===== config.mk =====
export PLATFORM = sky130hd
export DESIGN_NAME = cpu_address_generation
export DESIGN_NICKNAME = d
export VERILOG_FILES = /design/src/addr_gen_pkg.sv /design/src/bank_map.sv /design/src/cpu_address_generation.sv /design/src/reg_bank_read.sv
export SDC_FILE = /design/constraint.sdc
export NUM_CORES = 1
export LEC_CHECK = 0
export ABC_AREA = 1
export BUFFER_PORTS_ARGS = -buffer_cell sky130_fd_sc_hd__buf_2
export CORE_ASPECT_RATIO = 1.2
export CORE_MARGIN = 5
export CORE_UTILIZATION = 26
export DETAILED_ROUTE_END_ITERATION = 12
export SLEW_MARGIN = 20
export SYNTH_ARGS = -nofsm -noshare
export SYNTH_HDL_FRONTEND = slang
export SYNTH_SLANG_ARGS = --single-unit
export TNS_END_PERCENT = 10

===== constraint.sdc =====
create_clock -name core_clk -period 3.4 [get_ports core_clk]
set_input_delay 0.68 -clock core_clk [delete_from_list [all_inputs] [get_ports core_clk]]
set_output_delay 0.68 -clock core_clk [all_outputs]
set_load 0.03 [all_outputs]

===== src/addr_gen_pkg.sv =====
// Purpose: shared constants, enums and carriers for cpu address generation
// Assumes: 16-bit logical space, 18-bit (256 KB) physical code space
// Notes: bank window decode lives in bank_map
package addr_gen_pkg;

    // ----------------------------------------
    // widths and map
    // ----------------------------------------
    localparam int REGS_W = 256;
    localparam logic [15:0] COMMON_TOP = 16'h7FFF;
    localparam logic [15:0] BANK_WIN_LO = 16'h8000;
    localparam logic [15:0] BANK_WIN_HI = 16'hBFFF;
    localparam logic [1:0] PHYS_HIGH_TAG = 2'h2;
    localparam logic [2:0] BANK_RESET = 3'h0;
    localparam logic [4:0] FIXED_CALL_TAG = 5'h01;
    localparam logic [15:0] FIXED_CALL_LO = 16'h0800;
    localparam logic [15:0] FIXED_CALL_HI = 16'h0FFF;
    localparam logic [9:0] VEC_TABLE_TAG = 10'h001;
    localparam logic [15:0] VEC_TABLE_LO = 16'h0040;
    localparam logic [15:0] VEC_TABLE_HI = 16'h007F;
    localparam logic [6:0] SADDR_TAG = 7'h7F;
    localparam logic [7:0] SADDR_BIT8_LIMIT = 8'h20;
    localparam logic [15:0] SADDR_LO = 16'hFE20;
    localparam logic [15:0] SADDR_HI = 16'hFF1F;
    localparam logic [7:0] SFR_PAGE = 8'hFF;
    localparam logic [7:0] SFR_GAP_LO = 8'hD0;
    localparam logic [7:0] SFR_GAP_HI = 8'hDF;
    localparam logic [15:0] HS_RAM_TOP = 16'hFEFF;

    // ----------------------------------------
    // register codes
    // ----------------------------------------
    localparam logic [2:0] REG_X = 3'h0;
    localparam logic [2:0] REG_A = 3'h1;
    localparam logic [2:0] REG_C = 3'h2;
    localparam logic [2:0] REG_B = 3'h3;
    localparam logic [2:0] REG_L = 3'h6;
    localparam logic [2:0] REG_H = 3'h7;
    localparam logic [1:0] PAIR_AX = 2'h0;
    localparam logic [1:0] PAIR_DE = 2'h2;
    localparam logic [1:0] PAIR_HL = 2'h3;

    // ----------------------------------------
    // modes and states
    // ----------------------------------------
    typedef enum logic [2:0] {
        BR_NONE = 3'b000,
        BR_REL = 3'b001,
        BR_ABS = 3'b010,
        BR_FIXED = 3'b011,
        BR_TABLE = 3'b100,
        BR_REG = 3'b101
    } branch_kind_e;

    typedef enum logic [3:0] {
        OP_NONE = 4'b0000,
        OP_IMPLIED = 4'b0001,
        OP_REG = 4'b0010,
        OP_REGPAIR = 4'b0011,
        OP_DIRECT = 4'b0100,
        OP_SADDR = 4'b0101,
        OP_SFR = 4'b0110,
        OP_INDIRECT = 4'b0111,
        OP_BASED = 4'b1000,
        OP_BASED_IDX = 4'b1001,
        OP_STACK = 4'b1010
    } operand_mode_e;

    typedef enum logic [2:0] {
        IMP_UNSIGNED_MULTIPLY = 3'b000,
        IMP_UNSIGNED_WORD_DIVIDE = 3'b001,
        IMP_DECIMAL_ADJUST_ADD = 3'b010,
        IMP_DECIMAL_ADJUST_SUB = 3'b011,
        IMP_DIGIT_ROTATE_RIGHT = 3'b100,
        IMP_DIGIT_ROTATE_LEFT = 3'b101
    } implied_op_e;

    typedef enum logic {
        ST_IDLE = 1'b0,
        ST_VEC_WAIT = 1'b1
    } gen_state_e;

    typedef struct packed {
        logic [7:0] opcode;
        logic [2:0] instrLen;
        branch_kind_e branchKind;
        operand_mode_e opMode;
        implied_op_e impOp;
        logic [15:0] imm16;
        logic [7:0] branchDisplacement;
        logic [2:0] regCode;
        logic [1:0] pairCode;
        logic indexUseC;
        logic wordAccess;
    } addr_req_s;

    typedef struct packed {
        gen_state_e state;
        logic [15:0] pc;
        logic [2:0] bank;
        logic [17:0] fetchPhys;
        operand_mode_e opMode;
        logic [15:0] opAddr;
        logic [17:0] opPhys;
        logic opIsReg;
        logic [4:0] regTarget;
        logic regIsWord;
        logic done;
        logic vecReq;
        logic [15:0] vecAddr;
        logic sfrFault;
        logic stackFault;
        logic straddleFault;
    } addr_state_s;

endpackage


===== src/bank_map.sv =====
// Purpose: logical to physical address through the bank window
// Assumes: bank value already limited by software to legal banks
// Notes: area above the window gets its own physical tag
`timescale 1ns/1ps
module bank_map (
    input wire logic [15:0] logicalAddr,
    input wire logic [2:0] bankSel,
    output logic [17:0] physAddr
);
    always_comb begin
        if (logicalAddr >= addr_gen_pkg::BANK_WIN_LO && logicalAddr <= addr_gen_pkg::BANK_WIN_HI) begin
            physAddr = 18'(addr_gen_pkg::BANK_WIN_LO) + {1'b0, bankSel, 14'h0000} + {4'h0, logicalAddr[13:0]};
        end else if (logicalAddr > addr_gen_pkg::BANK_WIN_HI) begin
            physAddr = {addr_gen_pkg::PHYS_HIGH_TAG, logicalAddr};
        end else begin
            physAddr = {2'h0, logicalAddr};
        end
    end
endmodule


===== src/cpu_address_generation.sv =====
// Purpose: fetch, branch target and operand address generation
// Assumes: startValid pulses once per instruction, fields decoded
// Notes: table call waits for the vector word before done
`timescale 1ns/1ps
module cpu_address_generation #(
    parameter logic [15:0] HS_RAM_BASE = 16'hFB00
) (
    input wire logic core_clk,
    input wire logic reset_n,
    input wire logic startValid,
    input wire addr_gen_pkg::addr_req_s req,
    input wire logic [255:0] regFile,
    input wire logic regBankSelLo,
    input wire logic regBankSelHi,
    input wire logic [15:0] stackPtr,
    input wire logic bankWrite,
    input wire logic [2:0] bankWdata,
    input wire logic [15:0] vecData,
    input wire logic vecValid,
    output logic busy,
    output logic done,
    output logic [15:0] progCounter,
    output logic [2:0] bankSel,
    output logic [17:0] fetchPhys,
    output logic [15:0] opAddr,
    output logic [17:0] opPhys,
    output logic opIsReg,
    output logic [4:0] regTarget,
    output logic regIsWord,
    output logic vecReq,
    output logic [15:0] vecAddr,
    output logic sfrFault,
    output logic stackFault,
    output logic straddleFault
);

    // ----------------------------------------
    // helpers
    // ----------------------------------------
    function automatic logic [15:0] addWrap(input logic [15:0] a, input logic [15:0] b);
        logic [16:0] s;
        s = {1'b0, a} + {1'b0, b};
        return s[15:0];
    endfunction

    function automatic logic [15:0] signExt(input logic [7:0] d);
        return {{8{d[7]}}, d};
    endfunction

    addr_gen_pkg::addr_state_s cur_q;
    addr_gen_pkg::addr_state_s cur_d;

    logic [1:0] regBank;
    logic [7:0] byteVal;
    logic [15:0] pairVal;
    logic [15:0] axVal;
    logic [15:0] deVal;
    logic [15:0] hlVal;
    logic [7:0] bVal;
    logic [7:0] cVal;
    logic [17:0] nextFetchPhys;
    logic [17:0] nextOpPhys;
    logic [15:0] nextPcSeq;
    logic [15:0] lastByte;
    logic accept;

    // ----------------------------------------
    // register file and bank window
    // ----------------------------------------
    assign regBank = {regBankSelHi, regBankSelLo};
    assign accept = startValid && (cur_q.state == addr_gen_pkg::ST_IDLE);

    reg_bank_read u_regs (
        .regFile(regFile),
        .bankIdx(regBank),
        .byteCode(req.regCode),
        .pairCode(req.pairCode),
        .byteVal(byteVal),
        .pairVal(pairVal),
        .axVal(axVal),
        .deVal(deVal),
        .hlVal(hlVal),
        .bVal(bVal),
        .cVal(cVal)
    );

    // banked fetch resolves only through the bank register
    bank_map u_fetch_map (
        .logicalAddr(cur_d.pc),
        .bankSel(cur_d.bank),
        .physAddr(nextFetchPhys)
    );

    bank_map u_op_map (
        .logicalAddr(cur_d.opAddr),
        .bankSel(cur_d.bank),
        .physAddr(nextOpPhys)
    );

    assign nextPcSeq = addWrap(cur_q.pc, {13'h0000, req.instrLen});
    assign lastByte = addWrap(cur_q.pc, {13'h0000, req.instrLen} - 16'h0001);

    // ----------------------------------------
    // next state
    // ----------------------------------------
    always_comb begin
        cur_d = cur_q;
        cur_d.done = 1'b0;
        if (bankWrite) begin
            cur_d.bank = bankWdata;
        end
        case (cur_q.state)
            addr_gen_pkg::ST_IDLE: begin
                if (accept) begin
                    // inputs are sampled here, before write-back alters them
                    cur_d.done = 1'b1;
                    cur_d.opMode = req.opMode;
                    cur_d.opIsReg = 1'b0;
                    cur_d.regIsWord = req.wordAccess;
                    cur_d.regTarget = {regBank, req.regCode};
                    cur_d.opAddr = 16'h0000;
                    cur_d.sfrFault = 1'b0;
                    cur_d.stackFault = 1'b0;
                    // only bank 0 continues seamlessly across 7FFFH/8000H
                    cur_d.straddleFault = (cur_q.pc <= addr_gen_pkg::COMMON_TOP)
                        && (lastByte >= addr_gen_pkg::BANK_WIN_LO)
                        && (cur_q.bank != addr_gen_pkg::BANK_RESET);
                    case (req.branchKind)
                        addr_gen_pkg::BR_NONE: begin
                            cur_d.pc = nextPcSeq;
                        end
                        addr_gen_pkg::BR_REL: begin
                            cur_d.pc = addWrap(nextPcSeq, signExt(req.branchDisplacement));
                        end
                        addr_gen_pkg::BR_ABS: begin
                            cur_d.pc = req.imm16;
                        end
                        addr_gen_pkg::BR_FIXED: begin
                            cur_d.pc = {addr_gen_pkg::FIXED_CALL_TAG, req.imm16[10:0]};
                        end
                        addr_gen_pkg::BR_TABLE: begin
                            // word entries: opcode bits 5..1 form the even offset
                            cur_d.done = 1'b0;
                            cur_d.state = addr_gen_pkg::ST_VEC_WAIT;
                            cur_d.vecReq = 1'b1;
                            cur_d.vecAddr = {addr_gen_pkg::VEC_TABLE_TAG, req.opcode[5:1], 1'b0};
                        end
                        addr_gen_pkg::BR_REG: begin
                            cur_d.pc = axVal;
                        end
                        default: begin
                            cur_d.pc = nextPcSeq;
                        end
                    endcase
                    case (req.opMode)
                        addr_gen_pkg::OP_IMPLIED: begin
                            // multiply and divide use the pair, the rest the byte
                            cur_d.opIsReg = 1'b1;
                            if (req.impOp == addr_gen_pkg::IMP_UNSIGNED_MULTIPLY
                                || req.impOp == addr_gen_pkg::IMP_UNSIGNED_WORD_DIVIDE) begin
                                cur_d.regTarget = {regBank, addr_gen_pkg::REG_X};
                                cur_d.regIsWord = 1'b1;
                            end else begin
                                cur_d.regTarget = {regBank, addr_gen_pkg::REG_A};
                                cur_d.regIsWord = 1'b0;
                            end
                        end
                        addr_gen_pkg::OP_REG: begin
                            cur_d.opIsReg = 1'b1;
                            cur_d.regTarget = {regBank, req.regCode};
                            cur_d.regIsWord = 1'b0;
                        end
                        addr_gen_pkg::OP_REGPAIR: begin
                            cur_d.opIsReg = 1'b1;
                            cur_d.regTarget = {regBank, req.pairCode, 1'b0};
                            cur_d.regIsWord = 1'b1;
                        end
                        addr_gen_pkg::OP_DIRECT: begin
                            cur_d.opAddr = req.imm16;
                        end
                        addr_gen_pkg::OP_SADDR: begin
                            // low 20H codes fold up onto the register page
                            cur_d.opAddr = {addr_gen_pkg::SADDR_TAG,
                                req.imm16[7:0] < addr_gen_pkg::SADDR_BIT8_LIMIT, req.imm16[7:0]};
                        end
                        addr_gen_pkg::OP_SFR: begin
                            cur_d.opAddr = {addr_gen_pkg::SFR_PAGE, req.imm16[7:0]};
                            cur_d.sfrFault = (req.imm16[7:0] >= addr_gen_pkg::SFR_GAP_LO
                                && req.imm16[7:0] <= addr_gen_pkg::SFR_GAP_HI)
                                || (req.wordAccess && req.imm16[0]);
                        end
                        addr_gen_pkg::OP_INDIRECT: begin
                            cur_d.opAddr = (req.pairCode == addr_gen_pkg::PAIR_HL) ? hlVal : deVal;
                        end
                        addr_gen_pkg::OP_BASED: begin
                            cur_d.opAddr = addWrap(hlVal, {8'h00, req.imm16[7:0]});
                        end
                        addr_gen_pkg::OP_BASED_IDX: begin
                            cur_d.opAddr = addWrap(hlVal, {8'h00, req.indexUseC ? cVal : bVal});
                        end
                        addr_gen_pkg::OP_STACK: begin
                            cur_d.opAddr = stackPtr;
                            cur_d.stackFault = (stackPtr < HS_RAM_BASE) || (stackPtr > addr_gen_pkg::HS_RAM_TOP);
                        end
                        default: begin
                            cur_d.opAddr = 16'h0000;
                        end
                    endcase
                end
            end
            addr_gen_pkg::ST_VEC_WAIT: begin
                if (vecValid) begin
                    cur_d.pc = vecData;
                    cur_d.vecReq = 1'b0;
                    cur_d.done = 1'b1;
                    cur_d.state = addr_gen_pkg::ST_IDLE;
                end
            end
            default: begin
                cur_d.state = addr_gen_pkg::ST_IDLE;
                cur_d.vecReq = 1'b0;
            end
        endcase
        cur_d.fetchPhys = nextFetchPhys;
        cur_d.opPhys = nextOpPhys;
    end

    // ----------------------------------------
    // state register
    // ----------------------------------------
    always_ff @(posedge core_clk or negedge reset_n) begin
        if (!reset_n) begin
            cur_q <= '0;
            cur_q.bank <= addr_gen_pkg::BANK_RESET;
        end else begin
            cur_q <= cur_d;
        end
    end

    assign busy = (cur_q.state != addr_gen_pkg::ST_IDLE);
    assign done = cur_q.done;
    assign progCounter = cur_q.pc;
    assign bankSel = cur_q.bank;
    assign fetchPhys = cur_q.fetchPhys;
    assign opAddr = cur_q.opAddr;
    assign opPhys = cur_q.opPhys;
    assign opIsReg = cur_q.opIsReg;
    assign regTarget = cur_q.regTarget;
    assign regIsWord = cur_q.regIsWord;
    assign vecReq = cur_q.vecReq;
    assign vecAddr = cur_q.vecAddr;
    assign sfrFault = cur_q.sfrFault;
    assign stackFault = cur_q.stackFault;
    assign straddleFault = cur_q.straddleFault;

    // ----------------------------------------
    // checks
    // ----------------------------------------
    logic [15:0] chkLen;
    logic [15:0] chkDisp;
    logic [7:0] chkImm8;
    logic [15:0] chkAx;
    logic [15:0] chkHl;
    assign chkLen = {13'h0000, req.instrLen};
    assign chkDisp = signExt(req.branchDisplacement);
    assign chkImm8 = req.imm16[7:0];
    assign chkAx = axVal;
    assign chkHl = hlVal;

    a_seq_advance: assert property (@(posedge core_clk) disable iff (!reset_n)
        accept && req.branchKind == addr_gen_pkg::BR_NONE |=> progCounter == $past(progCounter) + $past(chkLen))
        else $error("pc did not advance by instruction length");

    a_rel_target: assert property (@(posedge core_clk) disable iff (!reset_n)
        accept && req.branchKind == addr_gen_pkg::BR_REL
        |=> progCounter - ($past(progCounter) + $past(chkLen)) == $past(chkDisp))
        else $error("relative target wrong");

    a_fixed_region: assert property (@(posedge core_clk) disable iff (!reset_n)
        accept && req.branchKind == addr_gen_pkg::BR_FIXED
        |=> progCounter >= addr_gen_pkg::FIXED_CALL_LO && progCounter <= addr_gen_pkg::FIXED_CALL_HI)
        else $error("fixed call outside its area");

    a_table_fetch: assert property (@(posedge core_clk) disable iff (!reset_n)
        vecReq |-> vecAddr >= addr_gen_pkg::VEC_TABLE_LO && vecAddr <= addr_gen_pkg::VEC_TABLE_HI
        && !vecAddr[0] && !done)
        else $error("vector address outside table");

    a_table_load: assert property (@(posedge core_clk) disable iff (!reset_n)
        vecReq && vecValid |=> done && !vecReq && progCounter == $past(vecData))
        else $error("vector not loaded into pc");

    a_reg_branch: assert property (@(posedge core_clk) disable iff (!reset_n)
        accept && req.branchKind == addr_gen_pkg::BR_REG |=> progCounter == $past(chkAx))
        else $error("register branch did not load AX");

    a_saddr_window: assert property (@(posedge core_clk) disable iff (!reset_n)
        done && cur_q.opMode == addr_gen_pkg::OP_SADDR
        |-> opAddr >= addr_gen_pkg::SADDR_LO && opAddr <= addr_gen_pkg::SADDR_HI
        && opAddr[8] == (opAddr[7:0] < addr_gen_pkg::SADDR_BIT8_LIMIT))
        else $error("short direct address outside window");

    a_sfr_map: assert property (@(posedge core_clk) disable iff (!reset_n)
        done && cur_q.opMode == addr_gen_pkg::OP_SFR && !sfrFault
        |-> opAddr[15:8] == addr_gen_pkg::SFR_PAGE
        && !(opAddr[7:0] >= addr_gen_pkg::SFR_GAP_LO && opAddr[7:0] <= addr_gen_pkg::SFR_GAP_HI)
        && !(regIsWord && opAddr[0]))
        else $error("special register address not allowed");

    a_based_wrap: assert property (@(posedge core_clk) disable iff (!reset_n)
        accept && req.opMode == addr_gen_pkg::OP_BASED |=> opAddr - $past(chkHl) == {8'h00, $past(chkImm8)})
        else $error("based address wrong");

    a_bank_reset: assert property (@(posedge core_clk) disable iff (!reset_n)
        $rose(reset_n) |-> bankSel == addr_gen_pkg::BANK_RESET)
        else $error("bank not zero after reset");

    a_common_area: assert property (@(posedge core_clk) disable iff (!reset_n)
        progCounter < addr_gen_pkg::BANK_WIN_LO |-> fetchPhys == {2'h0, progCounter})
        else $error("common area fetch went through bank");

    a_abs_target: assert property (@(posedge core_clk) disable iff (!reset_n)
        accept && req.branchKind == addr_gen_pkg::BR_ABS |=> progCounter == $past(req.imm16))
        else $error("absolute target not loaded");

    a_direct_addr: assert property (@(posedge core_clk) disable iff (!reset_n)
        accept && req.opMode == addr_gen_pkg::OP_DIRECT |=> opAddr == $past(req.imm16))
        else $error("direct address wrong");

    a_index_wrap: assert property (@(posedge core_clk) disable iff (!reset_n)
        accept && req.opMode == addr_gen_pkg::OP_BASED_IDX
        |=> opAddr - $past(hlVal) == {8'h00, $past(req.indexUseC ? cVal : bVal)})
        else $error("based indexed address wrong");

    a_stack_range: assert property (@(posedge core_clk) disable iff (!reset_n)
        done && cur_q.opMode == addr_gen_pkg::OP_STACK && !stackFault
        |-> opAddr >= HS_RAM_BASE && opAddr <= addr_gen_pkg::HS_RAM_TOP)
        else $error("stack address outside high-speed RAM");

endmodule


===== src/reg_bank_read.sv =====
// Purpose: read ports into the four general register banks
// Assumes: bank b byte code r sits at bit (b*8+r)*8
// Notes: pairs are low code even, high code odd
`timescale 1ns/1ps
module reg_bank_read (
    input wire logic [255:0] regFile,
    input wire logic [1:0] bankIdx,
    input wire logic [2:0] byteCode,
    input wire logic [1:0] pairCode,
    output logic [7:0] byteVal,
    output logic [15:0] pairVal,
    output logic [15:0] axVal,
    output logic [15:0] deVal,
    output logic [15:0] hlVal,
    output logic [7:0] bVal,
    output logic [7:0] cVal
);
    function automatic logic [7:0] getByte(input logic [255:0] f, input logic [1:0] b, input logic [2:0] c);
        logic [7:0] base;
        base = {b, c, 3'h0};
        return f[base +: 8];
    endfunction

    function automatic logic [15:0] getPair(input logic [255:0] f, input logic [1:0] b, input logic [1:0] p);
        return {getByte(f, b, {p, 1'b1}), getByte(f, b, {p, 1'b0})};
    endfunction

    always_comb begin
        byteVal = getByte(regFile, bankIdx, byteCode);
        pairVal = getPair(regFile, bankIdx, pairCode);
        axVal = getPair(regFile, bankIdx, addr_gen_pkg::PAIR_AX);
        deVal = getPair(regFile, bankIdx, addr_gen_pkg::PAIR_DE);
        hlVal = getPair(regFile, bankIdx, addr_gen_pkg::PAIR_HL);
        bVal = getByte(regFile, bankIdx, addr_gen_pkg::REG_B);
        cVal = getByte(regFile, bankIdx, addr_gen_pkg::REG_C);
    end
endmodule


== After elaboration in Yosys (flattened, before gate mapping) ==
Index checks and enable logic that the tools add are counted.

* Register bits: 90
* Latch bits: 0
* RAM bits: 0
* Memory bits (read-only): 0
* Input bits: 350
* Output and inout bits: 100
* Memories: 0

* Add/sub/neg operators: 9
* $mul: 0
* Divide/modulo/power cells: 0
* Magnitude comparators: 13
* Equality and inequality tests: 20
* Shifts and indexed selects: 8
* Mux-type cells: 23
* Bitwise logic cells: 1
* Reductions and logical operators: 15

{| class="wikitable"
|+ Operators by type and width
! kind !! count
|-
| 256-bit by 9-bit indexed part select with 8-bit output || 8
|-
| 16-bit one-hot mux with 7 select lines || 1
|-
| 18-bit 2-to-1 mux || 5
|-
| 16-bit one-hot mux with 5 select lines || 1
|-
| 16-bit greater-or-equal comparator (second input constant) || 3
|-
| 16-bit > comparator (second input constant) || 3
|-
| 16-bit 2-to-1 mux || 3
|-
| 18-bit by 14-bit adder with 18-bit output || 2
|-
| 17-bit 2-to-1 mux || 2
|-
| 17-bit one-hot mux with 2 select lines || 1
|-
| 16-bit adder || 2
|-
| 16-bit by 8-bit adder with 16-bit output || 2
|-
| 16-bit <= comparator (second input constant) || 2
|-
| 21-bit 2-to-1 mux || 1
|-
| 7-bit one-hot mux with 3 select lines || 1
|-
| 16-bit by 17-bit adder with 18-bit output (first input constant) || 1
|-
| 16-bit by 3-bit adder with 16-bit output || 1
|-
| 4-bit by 3-bit equality test with 1-bit output (second input constant) || 4
|-
| 16-bit by 15-bit <= comparator with 1-bit output (second input constant) || 1
|-
| 16-bit less-than comparator (second input constant) || 1
|-
| 4-bit equality test (second input constant) || 3
|-
| 4-bit by 2-bit equality test with 1-bit output (second input constant) || 2
|-
| 8-bit greater-or-equal comparator (second input constant) || 1
|-
| 8-bit <= comparator (second input constant) || 1
|-
| 21 further kinds || 37
|}

== Depth between registers and ports, before layout ==
* Depth in word-level cells: 9
* Gate-level depth with buffers: 28

== Modules after synthesis ==
From an unflattened synthesis, not the netlist that was laid out.

* Cell total of the unflattened synthesis: 2542
* Area, all modules: 14067.2 µm²

{| class="wikitable"
|+ Modules (own cells, without submodules)
! module !! instances !! cells each !! area each (µm²) !! seq. area each (µm²)
|-
| reg_bank_read || 1 || 1520 || 7008.0 || 0.0
|-
| cpu_address_generation || 1 || 970 || 6731.5 || 2252.2
|-
| bank_map || 2 || 26 || 163.9 || 0.0
|}

== Least setup slack after synthesis ==
No wires, ideal clock.

* Kind: in2reg
* Start point: input regBankSelLo
* End point: register cur_q, in the netlist opPhys[15]
* Library setup time: 113 ps
* Arrival time: 3405 ps
* Required time: 3287 ps
* Path slack: -118 ps
* Stages: 25
* Buffers on the path: 4
* Cell sequence: buf_6 buf_2 buf_2 clkbuf_1 o21ai_0 o221ai_1 o211ai_1 o21ai_0 ha_1 inv_1 fa_1 inv_1 nand3_1 nand2_1 nand2_1 nand2_1 nand3_4 nand2_1 o21ai_1 nand2_1 nand2_2 a21oi_4 nand2_1 nand2_1 inv_1

{| class="wikitable"
|+ RTL lines
! what !! line !! text
|-
| start, declared || cpu_address_generation.sv:13 || <nowiki>input wire logic regBankSelLo,</nowiki>
|-
| end signal, assigned || cpu_address_generation.sv:236 || <nowiki>cur_q <= cur_d;</nowiki>
|-
| end, declared || cpu_address_generation.sv:50 || <nowiki>addr_gen_pkg::addr_state_s cur_q;</nowiki>
|}

==> impl_metrics.csv <==
group,metric,value,unit
clocking,root_buffer,"clkbuf_16",
clocking,numClockSinks,62,
synthesis,synth_area,8190,um^2
detailed_routing,wl,42100,um
global_routing,busiest_layer,"met2",
worst_setup_path,crit_slowest_cell,"ha_1",
sta,rsz0062_at_grt,"yes",
detailed_routing,first_iter_violations,624,
worst_setup_path,cp-end-kind,"flip-flop",
global_routing,track_usage,22.6,%
placed_design,hpwl,35600,um
synthesis,synthFlopType,"dfrtp_1",
clocking,max-clock-path-buffers,2,
worst_setup_path,required,3.64,ns
clocking,postCtsHoldBufs,0,
worst_setup_path,crit_buf_inv,6,
die,start_util,26.2,%
synthesis,yosysMostFrequentCell,"nand2_1",
final_layout,multi_input_area,5720,um^2
sta,slew-limit-headroom,40.2,%
detailed_routing,wl_per_cell,18.9,um
final_layout,final_cells,2232,
detailed_routing,route.detailed.drc,0,
final_layout,fill_cells,3449,
global_routing,first_global_vias,10937,
worst_setup_path,cp_common_cell,"nand2_1",
flow_run,drv_cap,0,
synthesis,yosysUniqueCellTypes,56,
die,core_area,31300,um^2
final_layout,syn_to_final_growth,43.7,%
die,dieArea,35200,um^2
clocking,cts_tree,"yes",
power,p_leak,0.00625,uW
status,outcome,"complete, no violations",
global_routing,grt_max_degree,63,
detailed_routing,num_vias,11126,
worst_setup_path,start_kind,"input port",
synthesis,yosysWarnings,0,
synthesis,synthTopCellsByCount,"nand2_1 (318), nor2_1 (175), o21ai_0 (165)",
sta,fmax,0.311,GHz
die,rows,71,
sta,holdWs,0.430,ns
die,die_x,172,um
sta,finClkSkew,0.00690,ns
synthesis,synth_edf_count,0,
worst_setup_path,worstPathCellList,"buf_2 -> inv_2 -> buf_12 -> buf_4 -> o21ai_0 -> o22ai_1 -> o211ai_1 -> o21ai_1 -> ha_1 -> nand2_1 -> a21oi_1 -> nor2_1 -> nand2_2 -> nand2_1 -> inv_1 -> nand3_1 -> nand2_1 -> nand2_1 -> nand2_2 -> a21oi_4 -> nand2_1 -> nand2_1 -> inv_1",
worst_setup_path,crit_type,"input port to flip-flop",
synthesis,yosysSeqAreaShare,18.9,%
sta,setup_viol,0,
worst_setup_path,cp_top_family,"compound AO/OA/AOI/OAI gates",
worst_setup_path,critical-path-max-stage-delay,0.34,ns
worst_setup_path,cp_data_arrival_time,3.45,ns
sta,slew_viol_final,0,
detailed_routing,postRouteAntennaNets,0,
power,ir_worst_vdd,0.000238,V
global_routing,antenna_found_initial,5,
synthesis,netlist_instances,1340,
sta,tightest_slew,0.896,ns
detailed_routing,viasPerCell,4.98,
worst_setup_path,critPathMaxFanout,19,
global_routing,grt_util_met3,2.92,%
synthesis,synth-seq-cells,62,
placed_design,placed_cells,2210,
clocking,cts.clk_slew.worst_paths,0.06,ns
synthesis,yosys-top-cells-area,"dfrtp_1 (19%), nand2_1 (15%), o21ai_0 (10%)",
final_layout,drive_above_1_share,36.7,%
global_routing,grtUsageMet2,39.4,%
placed_design,gp_congestion,0.938,
global_routing,grt_pass1_wl,61300,um
min_path,min_path_type,"input port to async pin",
global_routing,grt-ovfl-total,0,
global_routing,grt_util_met1,29.6,%
die,die_h,204,um
clocking,h-tree-depth,3,
final_layout,utilization,37.6,%
detailed_routing,drtPass1Iterations,5,
synthesis,synth-async-reset-ratio,100,%
sta,tns,0,ns
clocking,insertion_delay,0.34,ns
final_layout,layout.nets,2219,
clocking,cts_inserted_buffers,9,
die,io_pins,450,
sta,fin_crit_sh,94.7,%
power,power_density,408,nW/um^2
sta,period_needed,3.22,ns
synthesis,synth_top_area_share,18.9,%
synthesis,yosysTopAreaCell,"dfrtp_1",
synthesis,synth.avg_cell_area,6.11,um^2
final_layout,seqCellArea,1550,um^2
sta,hold_violations,0,
placed_design,portBuffers,435,
## state kept, by name, indices dropped and copies added (netlist names)
name	flops
opIsReg	1
vecAddr	6
vecReq	1
bankSel	3
stackFault	1
regIsWord	1
straddleFault	1
sfrFault	1
done	1
busy	1
regTarget	5
fetchPhys	18
opAddr	2
opPhys	18
progCounter	2
## cells by family (layout without fill, tap and decap cells)
logic type      Yosys count  after routing  synth area share [%]
flops                    62             62                  18.9
buf+inv                 239            718                  14.1
other cells               1             13                0.0458
xor+xnor                 10             10                  1.07
compound gates          358            358                  25.8
mux                       7              7                 0.962
fa+ha+maj                46             46                  7.30
simple gates            617            617                  31.8
## per-stage QoR
step,power (uW),setup slack (ns),instance area [um^2]
2_1_floorplan,2690,0.0124,8240
3_3_place_gp,3730,-0.249,11300
3_5_place_dp,3760,-0.321,11300
4_1_cts,4700,0.0307,11500
5_1_grt,5150,-0.0182,11800
6_report,4810,0.181,11800
## final timing paths
check	start	end	slack (ns)	cells after the start
min reg2reg	straddleFault	straddleFault	0.48	2
min in group core_clk	straddleFault	straddleFault	0.48	2
max in group asynchronous	reset_n	opPhys[4]	2.34	1
min	reset_n	fetchPhys[0]	0.43	1
max reg2reg	fetchPhys[2]	fetchPhys[10]	0.26	17
max	req[1]	opPhys[15]	0.18	23
## timing repair
action                                  in CTS  in global routing
endpoints found under the setup margin       0                 22
resized for setup                            0                 56
setup buffers                                0                  3
## power by group
group	switching [uW]	total [uW]	internal (uW)
Combinational	1780	2890	1110
Clock	410	912	502
Sequential	139	1010	867
## cell usage in the layout (no fill, tap or decap), types with 29 or more instances in the layout
cell / n
o21ai_0: 158
o211ai_1: 29
buf_4: 125
a21oi_1: 56
ha_1: 35
nand2_1: 308
inv_1: 126
dfrtp_1: 62
nand3_1: 66
nor2_1: 166
o22ai_1: 29
buf_2: 433
## layer usage
layer	share of wire [%]	vias to the layer above
met2	49	395
met5	0.047	-
met4	2.1	2
li1	-	5451
met1	43	5224
met3	5.6	54
## layout make-up
cell class                 count  area share, %
inverter                     140           4.51
antenna                        3         0.0638
clock inverter                 7          0.468
tap                          401           4.26
sequential                    62           13.2
timing repair buffer         562           27.0
clock buffer                   9           1.91
multi-input combinational   1048           48.6
No activity file was read; power rests on OpenSTA's default activity.
